### config.mk
export PLATFORM = sky130hd
export DESIGN_NAME = cycle_seq
export DESIGN_NICKNAME = d
export VERILOG_FILES = /design/src/rtl/cycle_pkg.sv /design/src/rtl/cycle_seq.sv /design/src/rtl/cycle_timer.sv /design/src/rtl/sample_hold.sv
export SDC_FILE = /design/constraint.sdc
export NUM_CORES = 1
export LEC_CHECK = 0
export ABC_AREA = 1
export BUFFER_PORTS_ARGS = -buffer_cell sky130_fd_sc_hd__buf_4
export CAP_MARGIN = 20
export CORE_MARGIN = 5
export CORE_UTILIZATION = 38
export CTS_BUF_LIST = sky130_fd_sc_hd__clkbuf_8
export DETAILED_ROUTE_END_ITERATION = 10
export PLACE_DENSITY = 0.8
export SYNTH_ARGS = -nofsm -noshare
export SYNTH_HDL_FRONTEND = slang
export SYNTH_SLANG_ARGS = --single-unit
### constraint.sdc
create_clock -name clk_i -period 1.8 [get_ports clk_i]
set_clock_uncertainty 0.15 [all_clocks]
set_input_delay 0.36 -clock clk_i [delete_from_list [all_inputs] [get_ports clk_i]]
set_output_delay 0.36 -clock clk_i [all_outputs]
set_load 0.01 [all_outputs]
### src/rtl/cycle_pkg.sv
// Shared constants, types and register map of the machine-cycle sequencer
package cycle_pkg;
	localparam int CYCLE_CLKS = 8;
	localparam logic [2:0] EARLY_SLOT = 3'h1;
	localparam logic [2:0] LATE_SLOT = 3'h6;
	localparam logic [2:0] LAST_SLOT = 3'(CYCLE_CLKS - 1);
	localparam logic [3:0] OP_IO = 4'h6;
	localparam logic [3:0] OP_LONG = 4'hc;
	localparam logic [3:0] INT_DATA_SEL = 4'h2;
	localparam logic [3:0] INT_PC_SEL = 4'h1;
	localparam logic [3:0] RST_SEL = 4'h0;
	localparam logic RST_IE = 1'b1;
	localparam logic [15:0] RST_R0 = 16'h0000;
	// Register byte offsets
	localparam logic [3:0] CTRL_ADDR = 4'h0;
	localparam logic [3:0] STATUS_ADDR = 4'h4;
	localparam logic [3:0] R0_ADDR = 4'h8;
	// Control register fields
	localparam int CTRL_IE_BIT = 0;
	localparam int CTRL_PC_LSB = 4;
	localparam int CTRL_DP_LSB = 8;
	// Status register fields
	localparam int STAT_SC_LSB = 0;
	localparam int STAT_FLAG_LSB = 4;
	localparam int STAT_SHADOW_LSB = 8;
	localparam int STAT_IE_BIT = 16;
	localparam int STAT_MODE_LSB = 20;
	localparam logic [1:0] SC_FETCH = 2'b00;
	localparam logic [1:0] SC_EXEC = 2'b01;
	localparam logic [1:0] SC_DMA = 2'b10;
	localparam logic [1:0] SC_INT = 2'b11;

	typedef enum logic [3:0] {
		MODE_LOAD = 4'b0001,
		MODE_RESET = 4'b0010,
		MODE_PAUSE = 4'b0100,
		MODE_RUN = 4'b1000
	} mode_t;

	typedef enum logic [4:0] {
		ST_FETCH = 5'b00001,
		ST_EXEC = 5'b00010,
		ST_EXEC2 = 5'b00100,
		ST_DMA = 5'b01000,
		ST_INT = 5'b10000
	} cyc_state_t;

	typedef struct packed {
		logic dma_in;
		logic dma_out;
		logic intr;
	} req_t;
endpackage

### src/rtl/cycle_seq.sv
// Machine-cycle sequencer, I/O request service and Wishbone register slave
// Function
// - Data moves over one shared 8-bit two-way bus among processor, memory, I/O.
// - I/O command lines stay low except while an I/O instruction executes.
// - During I/O execution command lines copy the low instruction nibble bits.
// - Transfer direction comes from the nibble direction bit, shown on read level.
// - Read level high means I/O to memory, low means memory to I/O.
// - The four external flags are sampled at the start of each execute cycle.
// - Branch logic can test each sampled flag separately.
// - Requests are sampled between the late pulse and the next early pulse.
// - Taking an interrupt copies data and program selectors into the shadow pair.
// - Interrupt acknowledge sets data selector to 2, program selector to 1.
// - Interrupt acknowledge clears the interrupt enable flag.
// - Interrupt acknowledge takes exactly one machine cycle.
// - DMA waits for instruction end, moves a byte at scratch 0, increments it.
// - Priority is inbound DMA, then outbound DMA, then interrupt.
// - State code: fetch 00, execute 01, DMA 10, interrupt 11.
// - State code is valid by the early timing pulse of each cycle.
// - Instructions take fetch plus one execute; long branch and skip take two.
// - Each machine cycle lasts eight clock pulses.
// - Every cycle has one early then one late timing pulse.
// - Address high byte goes out first, low byte after the early pulse.
// - Clear and wait decode to load, reset, pause and run.
//
// Added by the designer: the Wishbone slave port and the register offsets.
`timescale 1ns/10ps
`default_nettype none
module cycle_seq
	import cycle_pkg::*;
(
	input wire logic clk_i,
	input wire logic rst_i,
	input wire logic clear_i,
	input wire logic wait_i,
	input wire logic [7:0] data_i,
	input wire logic [7:0] core_data_i,
	input wire logic core_write_i,
	input wire logic [15:0] core_addr_i,
	input wire logic [3:0] external_flag_inputs_i,
	input wire logic dma_in_req_i,
	input wire logic dma_out_req_i,
	input wire logic intr_req_i,
	input wire logic [31:0] wb_adr_i,
	input wire logic [31:0] wb_dat_i,
	input wire logic [3:0] wb_sel_i,
	input wire logic wb_we_i,
	input wire logic wb_cyc_i,
	input wire logic wb_stb_i,
	output logic [31:0] wb_dat_o,
	output logic wb_ack_o,
	output logic [7:0] data_o,
	output logic data_oe_o,
	output logic [7:0] multiplexed_address_lines_o,
	output logic [1:0] cycle_state_code_o,
	output logic [2:0] io_command_lines_o,
	output logic read_level_o,
	output logic early_timing_pulse_o,
	output logic late_timing_pulse_o,
	output logic [3:0] flag_test_o,
	output logic [3:0] instr_high_o,
	output logic [3:0] instr_low_o,
	output logic [3:0] pc_sel_o,
	output logic [3:0] data_sel_o
);
	mode_t mode;
	cyc_state_t state_ff, nxt_state;
	logic [2:0] slot;
	logic cycle_end, run, seq_rst;
	logic [3:0] ihi_ff, nxt_ihi, ilo_ff, nxt_ilo;
	logic [3:0] pc_ff, nxt_pc, dp_ff, nxt_dp;
	logic [7:0] shadow_ff, nxt_shadow;
	logic ie_ff, nxt_ie;
	logic [15:0] r0_ff, nxt_r0;
	logic [7:0] addr_ff, nxt_addr;
	logic [1:0] sc_ff, nxt_sc;
	logic [2:0] ioc_ff, nxt_ioc;
	logic rl_ff, nxt_rl;
	logic [7:0] dout_ff, nxt_dout;
	logic oe_ff, nxt_oe;
	logic ack_ff, nxt_ack;
	logic [31:0] rdat_ff, nxt_rdat;
	logic long_ff, nxt_long;
	req_t req_raw, req_held;
	logic take_req, take_flags;
	logic is_io, wb_req, wb_wr;
	logic [15:0] cur_addr;

	// Clear and wait decode
	always_comb begin
		case ({clear_i, wait_i})
			2'b00: mode = MODE_LOAD;
			2'b01: mode = MODE_RESET;
			2'b10: mode = MODE_PAUSE;
			default: mode = MODE_RUN;
		endcase
	end

	assign seq_rst = rst_i || (mode == MODE_RESET);
	assign run = (mode == MODE_RUN);

	cycle_timer u_timer (
		.clk_i(clk_i),
		.rst_i(seq_rst),
		.run_i(run),
		.early_en_i(mode != MODE_LOAD),
		.slot_o(slot),
		.early_timing_pulse_o(early_timing_pulse_o),
		.late_timing_pulse_o(late_timing_pulse_o),
		.cycle_end_o(cycle_end)
	);

	// Requests are captured on the late pulse and held into the next early pulse
	assign req_raw = '{dma_in: dma_in_req_i, dma_out: dma_out_req_i, intr: intr_req_i};
	assign take_req = late_timing_pulse_o;

	sample_hold #(
		.WIDTH(3)
	) u_req (
		.clk_i(clk_i),
		.rst_i(seq_rst),
		.take_i(take_req),
		.d_i(req_raw),
		.q_o(req_held)
	);

	// Flags taken on the first slot of every execute cycle
	assign take_flags = run && (slot == 3'h0) && ((state_ff == ST_EXEC) || (state_ff == ST_EXEC2));

	sample_hold #(
		.WIDTH(4)
	) u_flags (
		.clk_i(clk_i),
		.rst_i(seq_rst),
		.take_i(take_flags),
		.d_i(external_flag_inputs_i),
		.q_o(flag_test_o)
	);

	assign is_io = (ihi_ff == OP_IO) && (ilo_ff[2:0] != 3'h0);
	assign cur_addr = (state_ff == ST_DMA) ? r0_ff : core_addr_i;
	assign wb_req = wb_cyc_i && wb_stb_i && !ack_ff;
	assign wb_wr = wb_req && wb_we_i;

	// Machine-cycle sequencing and interrupt/DMA actions
	always_comb begin
		nxt_state = state_ff;
		nxt_ihi = ihi_ff;
		nxt_ilo = ilo_ff;
		nxt_pc = pc_ff;
		nxt_dp = dp_ff;
		nxt_shadow = shadow_ff;
		nxt_ie = ie_ff;
		nxt_r0 = r0_ff;
		nxt_long = long_ff;
		if (run && (slot == LATE_SLOT) && (state_ff == ST_FETCH)) begin
			nxt_ihi = data_i[7:4];
			nxt_ilo = data_i[3:0];
			nxt_long = (data_i[7:4] == OP_LONG);
		end
		if (cycle_end) begin
			case (state_ff)
				ST_FETCH: nxt_state = ST_EXEC;
				ST_EXEC, ST_EXEC2, ST_DMA, ST_INT: begin
					if ((state_ff == ST_EXEC) && long_ff) begin
						nxt_state = ST_EXEC2;
					end else if (state_ff == ST_INT) begin
						nxt_state = ST_FETCH;
					end else if (req_held.dma_in || req_held.dma_out) begin
						nxt_state = ST_DMA;
					end else if (req_held.intr && ie_ff) begin
						nxt_state = ST_INT;
						nxt_shadow = {dp_ff, pc_ff};
					end else begin
						nxt_state = ST_FETCH;
					end
					if (state_ff == ST_DMA) begin
						nxt_r0 = r0_ff + 16'h0001;
					end
				end
				default: nxt_state = ST_FETCH;
			endcase
		end
		if (run && (slot == 3'h0) && (state_ff == ST_INT)) begin
			nxt_dp = INT_DATA_SEL;
			nxt_pc = INT_PC_SEL;
			nxt_ie = 1'b0;
		end else if (wb_wr && (wb_adr_i[3:0] == CTRL_ADDR) && wb_sel_i[0]) begin
			nxt_ie = wb_dat_i[CTRL_IE_BIT];
			nxt_pc = wb_dat_i[CTRL_PC_LSB +: 4];
			nxt_dp = wb_sel_i[1] ? wb_dat_i[CTRL_DP_LSB +: 4] : dp_ff;
		end
		if (wb_wr && (wb_adr_i[3:0] == R0_ADDR) && !(cycle_end && (state_ff == ST_DMA))) begin
			nxt_r0[7:0] = wb_sel_i[0] ? wb_dat_i[7:0] : r0_ff[7:0];
			nxt_r0[15:8] = wb_sel_i[1] ? wb_dat_i[15:8] : r0_ff[15:8];
		end
	end

	// Pin outputs: state code, address, I/O command, read level, data
	always_comb begin
		nxt_sc = sc_ff;
		nxt_addr = addr_ff;
		nxt_ioc = 3'h0;
		nxt_rl = 1'b1;
		nxt_dout = dout_ff;
		nxt_oe = 1'b0;
		case (nxt_state)
			ST_FETCH: nxt_sc = SC_FETCH;
			ST_EXEC, ST_EXEC2: nxt_sc = SC_EXEC;
			ST_DMA: nxt_sc = SC_DMA;
			ST_INT: nxt_sc = SC_INT;
			default: nxt_sc = SC_FETCH;
		endcase
		if (slot < EARLY_SLOT + 3'h1) begin
			nxt_addr = cur_addr[15:8];
		end else begin
			nxt_addr = cur_addr[7:0];
		end
		// Decode the coming state so pins switch at the cycle boundary together with the state code
		case (nxt_state)
			ST_FETCH: nxt_rl = 1'b0;
			ST_DMA: nxt_rl = cycle_end ? req_held.dma_in : rl_ff;
			ST_EXEC: begin
				if (is_io) begin
					nxt_ioc = ilo_ff[2:0];
					nxt_rl = ilo_ff[3];
				end else begin
					nxt_rl = core_write_i;
					nxt_oe = core_write_i;
					nxt_dout = core_data_i;
				end
			end
			default: nxt_rl = 1'b1;
		endcase
		if (!run) begin
			nxt_ioc = ioc_ff;
			nxt_rl = rl_ff;
			nxt_oe = oe_ff;
		end
	end

	// Wishbone slave: one wait state, ack for every address, zero from unmapped
	always_comb begin
		nxt_ack = wb_req;
		nxt_rdat = 32'h0;
		case (wb_adr_i[3:0])
			CTRL_ADDR: begin
				nxt_rdat[CTRL_IE_BIT] = ie_ff;
				nxt_rdat[CTRL_PC_LSB +: 4] = pc_ff;
				nxt_rdat[CTRL_DP_LSB +: 4] = dp_ff;
			end
			STATUS_ADDR: begin
				nxt_rdat[STAT_SC_LSB +: 2] = sc_ff;
				nxt_rdat[STAT_FLAG_LSB +: 4] = flag_test_o;
				nxt_rdat[STAT_SHADOW_LSB +: 8] = shadow_ff;
				nxt_rdat[STAT_IE_BIT] = ie_ff;
				nxt_rdat[STAT_MODE_LSB +: 4] = mode;
			end
			R0_ADDR: nxt_rdat[15:0] = r0_ff;
			default: nxt_rdat = 32'h0;
		endcase
	end

	always_ff @(posedge clk_i) begin
		if (seq_rst) begin
			state_ff <= ST_FETCH;
			ihi_ff <= 4'h0;
			ilo_ff <= 4'h0;
			pc_ff <= RST_SEL;
			dp_ff <= RST_SEL;
			shadow_ff <= 8'h00;
			ie_ff <= RST_IE;
			r0_ff <= RST_R0;
			long_ff <= 1'b0;
			addr_ff <= 8'h00;
			sc_ff <= SC_FETCH;
			ioc_ff <= 3'h0;
			rl_ff <= 1'b1;
			dout_ff <= 8'h00;
			oe_ff <= 1'b0;
		end else begin
			state_ff <= nxt_state;
			ihi_ff <= nxt_ihi;
			ilo_ff <= nxt_ilo;
			pc_ff <= nxt_pc;
			dp_ff <= nxt_dp;
			shadow_ff <= nxt_shadow;
			ie_ff <= nxt_ie;
			r0_ff <= nxt_r0;
			long_ff <= nxt_long;
			addr_ff <= nxt_addr;
			sc_ff <= nxt_sc;
			ioc_ff <= nxt_ioc;
			rl_ff <= nxt_rl;
			dout_ff <= nxt_dout;
			oe_ff <= nxt_oe;
		end
	end

	always_ff @(posedge clk_i) begin
		if (rst_i) begin
			ack_ff <= 1'b0;
			rdat_ff <= 32'h0;
		end else begin
			ack_ff <= nxt_ack;
			rdat_ff <= nxt_rdat;
		end
	end

	assign wb_ack_o = ack_ff;
	assign wb_dat_o = rdat_ff;
	assign data_o = dout_ff;
	assign data_oe_o = oe_ff;
	assign multiplexed_address_lines_o = addr_ff;
	assign cycle_state_code_o = sc_ff;
	assign io_command_lines_o = ioc_ff;
	assign read_level_o = rl_ff;
	assign instr_high_o = ihi_ff;
	assign instr_low_o = ilo_ff;
	assign pc_sel_o = pc_ff;
	assign data_sel_o = dp_ff;
endmodule
`default_nettype wire

### src/rtl/cycle_timer.sv
// Eight-slot machine-cycle divider with early and late timing pulses
`timescale 1ns/10ps
`default_nettype none
module cycle_timer
	import cycle_pkg::*;
(
	input wire logic clk_i,
	input wire logic rst_i,
	input wire logic run_i,
	input wire logic early_en_i,
	output logic [2:0] slot_o,
	output logic early_timing_pulse_o,
	output logic late_timing_pulse_o,
	output logic cycle_end_o
);
	logic [2:0] slot_ff, nxt_slot;
	logic early_ff, nxt_early;
	logic late_ff, nxt_late;

	always_comb begin
		nxt_slot = slot_ff;
		nxt_early = 1'b0;
		nxt_late = 1'b0;
		if (run_i) begin
			nxt_slot = slot_ff + 3'h1;
			nxt_early = (nxt_slot == EARLY_SLOT) && early_en_i;
			nxt_late = (nxt_slot == LATE_SLOT);
		end
	end

	always_ff @(posedge clk_i) begin
		if (rst_i) begin
			slot_ff <= 3'h0;
			early_ff <= 1'b0;
			late_ff <= 1'b0;
		end else begin
			slot_ff <= nxt_slot;
			early_ff <= nxt_early;
			late_ff <= nxt_late;
		end
	end

	assign slot_o = slot_ff;
	assign early_timing_pulse_o = early_ff;
	assign late_timing_pulse_o = late_ff;
	assign cycle_end_o = run_i && (slot_ff == LAST_SLOT);
endmodule
`default_nettype wire

### src/rtl/sample_hold.sv
// Generic sampling register that captures its input on a strobe
`timescale 1ns/10ps
`default_nettype none
module sample_hold #(
	parameter int WIDTH = 4
) (
	input wire logic clk_i,
	input wire logic rst_i,
	input wire logic take_i,
	input wire logic [WIDTH-1:0] d_i,
	output logic [WIDTH-1:0] q_o
);
	logic [WIDTH-1:0] q_ff, nxt_q;

	always_comb begin
		nxt_q = take_i ? d_i : q_ff;
	end

	always_ff @(posedge clk_i) begin
		if (rst_i) begin
			q_ff <= '0;
		end else begin
			q_ff <= nxt_q;
		end
	end

	assign q_o = q_ff;
endmodule
`default_nettype wire

==> out/qor.csv <==
metric,value,unit
cts_max_level,3,
drive_gt1_share,41.6,%
cts.path.max_buffers,2,
final_cell_mix,"buf_4 (204), dfxtp_1 (95), nand2_1 (90)",
cap_violations,0,
wl_per_cell,15.9,um
numCtsBuffers,9,
r2r-start,r0_ff[2]$_SDFFE_PP0P_,
cts.clk_slew.worst_paths,0.10,ns
die_y,123,um
drv_slew,0,
r2r_end,r0_ff[15]$_SDFFE_PP0P_,
dpl.hpwl,11.6,mm
critPathLaunch,r0_ff[2]$_SDFFE_PP0P_,
globalRouteOverflowTotal,0,
max_freq,484,MHz
avgSynthCellArea,7.35,um^2
area_growth,51.2,%
num_vias,5394,
mostFrequentLayoutCell,buf_4,
path_cells,"nand3_1, nor2_2, nand3_2, or2_4, nor2_1, nand2_1, xor2_1, o21bai_1, a21oi_1",
cp-start-kind,register,
fin_crit_sh,115,%
total_power,4.05,mW
io_pins,193,
cts_tree,done,
crit_path_max_incr_delay,0.38,ns
critical_path.endpoint_type,register,
grt_pass1_wl,24.8,mm
ys_warn_count,0,
ir_drop,0.373,mV
yosys_register_bits,104,
arrival,2.19,ns
synth_cell_types,42,
period_needed,2.07,ns
grtUsageTotal,21.2,%
rr_worst_depth,9,
path_max_fanout,5,
rows,41,
initial_utilization,38.5,%
antenna_found_initial,0,
synth_enable_flop_cells,0,
failed_checks,negative setup slack,
io_buffers,135,
nNetsFinal,996,
required,1.92,ns
fin_area,7320,um^2
grt_pass1_vias,5184,
yosys.area.top_type,dfxtp_1,
synth-seq-area-share,43.0,%
setup_viol,40,
worstSkewPairLatency,0.38,ns
route.detailed.drc,0,
die_area,15100,um^2
worst_slack,-0.268,ns
worstSetupPathType,register to register,
cellPowerDensity,553,nW/um^2
cts_root_buf,clkbuf_8,
post_dp_cell_area,6510,um^2
totalWireLength,16.7,mm
rsz0062_at_grt,true,
syn_area,4840,um^2
fin_util,58.2,%
power_leakage,3.28,nW
final_hold_viol_count,0,
drt_iter0_drc,481,
clock-sinks,104,
synth_cells,659,
coreArea,12600,um^2
grt_max_degree,33,
viasPerCell,5.13,
gp_congestion,0.917,
synthFlopType,dfxtp_1,
synth.top_cell.area_share,43.0,%
endpoint,r0_ff[15]$_SDFFE_PP0P_,
async_reset_ff_share,0,%
r2r_slack,-0.27,ns
outcome,"finished, violations left",
first_pass_iters,6,
hp-class,input port to register,
ant_nets,0,
cp_slowest_cell,dfxtp_1,
synthTopCellsByArea,"dfxtp_1 (43%), nand2_1 (8.2%), o21ai_0 (6.7%)",
cts_hold_buffers,0,
die_w,123,um
diodes,0,
-- worst max-delay path, delay by kind of cell, from the launching register on --
family / cells / cell delay [ns]
flip-flops: 1 / 0.38
XOR/XNOR: 1 / 0.16
AO/OA/AOI/OAI: 2 / 0.21
AND/OR/NAND/NOR: 6 / 1.07
-- flip-flops by register name (all words and copies together) (netlist names), 2 cells and up --
signal and flops:
cycle_state_code_o 2, data_o 8, data_sel_o 4, instr_high_o 4
instr_low_o 4, io_command_lines_o 3, multiplexed_address_lines_o 8, pc_sel_o 4
r0_ff 16, shadow_ff 8, state_ff 5, u_flags.q_o 4
u_req.q_o 3, u_timer.slot_o 3, wb_dat_o 21
-- Yosys cell counts (2+ instances only) --
cell      number
nor2_1        67
o21ai_0       65
o221ai_1       5
nand3_1       21
nor3_1        12
o211ai_1       5
inv_2          7
buf_2          2
nor4_1         2
o21a_1         8
o21ai_1       10
a311oi_1       4
inv_1         83
a21oi_1       64
nand3_2        3
xor2_1         4
dfxtp_1      104
clkbuf_1      13
buf_4         13
nand4_1        7
nand2_4        2
nand2_2        6
nand2_1      106
ha_1           6
o21bai_1       4
nor2_2        12
o22ai_1        5
a211oi_1       3
nor2_4         3
-- how the worst min path moves through the flow --
stage,startpoint,to,slack (ns),cells past startpoint
2_1_floorplan,shadow_ff[0]$_SDFFE_PP0P_,shadow_ff[0]$_SDFFE_PP0P_,0.28,2
3_3_place_gp,wb_ack_o$_SDFF_PP0_,wb_ack_o$_SDFF_PP0_,0.28,1
3_5_place_dp,wb_ack_o$_SDFF_PP0_,wb_ack_o$_SDFF_PP0_,0.29,1
4_1_cts,core_data_i[3],data_o[3]$_SDFFE_PP0P_,0.03,3
5_1_grt,core_data_i[4],data_o[4]$_SDFFE_PP0P_,0.04,3
6_report,core_data_i[3],data_o[3]$_SDFFE_PP0P_,0.05,3
-- power breakdown --
group	total, mW	internal, mW	switching, mW
logic	0.394	0.194	0.200
clock network	1.32	0.522	0.801
registers	2.33	2.32	0.00904
-- area by class of cell --
class                      instances  area (um^2)
timing repair buffer             222         1780
inverter                          92          370
timing repair inverter             1         11.3
sequential                       104         2100
multi-input combinational        445         2680
clock buffer                      10          138
fill                            1089         5250
tap                              172          215
clock inverter                     5         26.3
-- routing by layer --
layer | vias up | GRT usage [%] | routed length, um
li1 | 2574 | - | -
met1 | 2480 | 24.0 | 6140
met2 | 276 | 35.6 | 8150
met3 | 64 | 6.04 | 1570
met4 | 0 | 12.4 | 839
met5 | - | 0 | 0
-- cell families after synthesis --
family | Yosys count | share of synthesized area (%)
compound gates | 177 | 20.4
fa+ha+maj | 6 | 1.55
flops | 104 | 43.0
xor+xnor | 4 | 0.724
simple gates | 246 | 23.5
other cells | 1 | 0.0775
buf+inv | 121 | 10.7
-- stage by stage --
step                      setup WS, ns  instances  hold slack (ns)  setup TNS (ns)
after floorplan                -0.0755        669            0.279          -0.604
after global placement          -0.170       1014            0.283           -4.25
after detailed placement        -0.226       1014            0.294           -5.70
after CTS                       -0.182       1049           0.0290           -3.60
after global routing            -0.355       1051           0.0368           -9.68
final                           -0.268       1051           0.0495           -5.80
-- repair_timing --
action | 4_1_cts | 5_1_grt
buffers inserted | 16 | 4
endpoints found under the setup margin | 43 | 59
resized for setup | 81 | 68
endpoints found under the hold margin | 0 | 0
pin swaps | 22 | 24
cloned | 4 | 0
(Power assumes the default switching activity.)
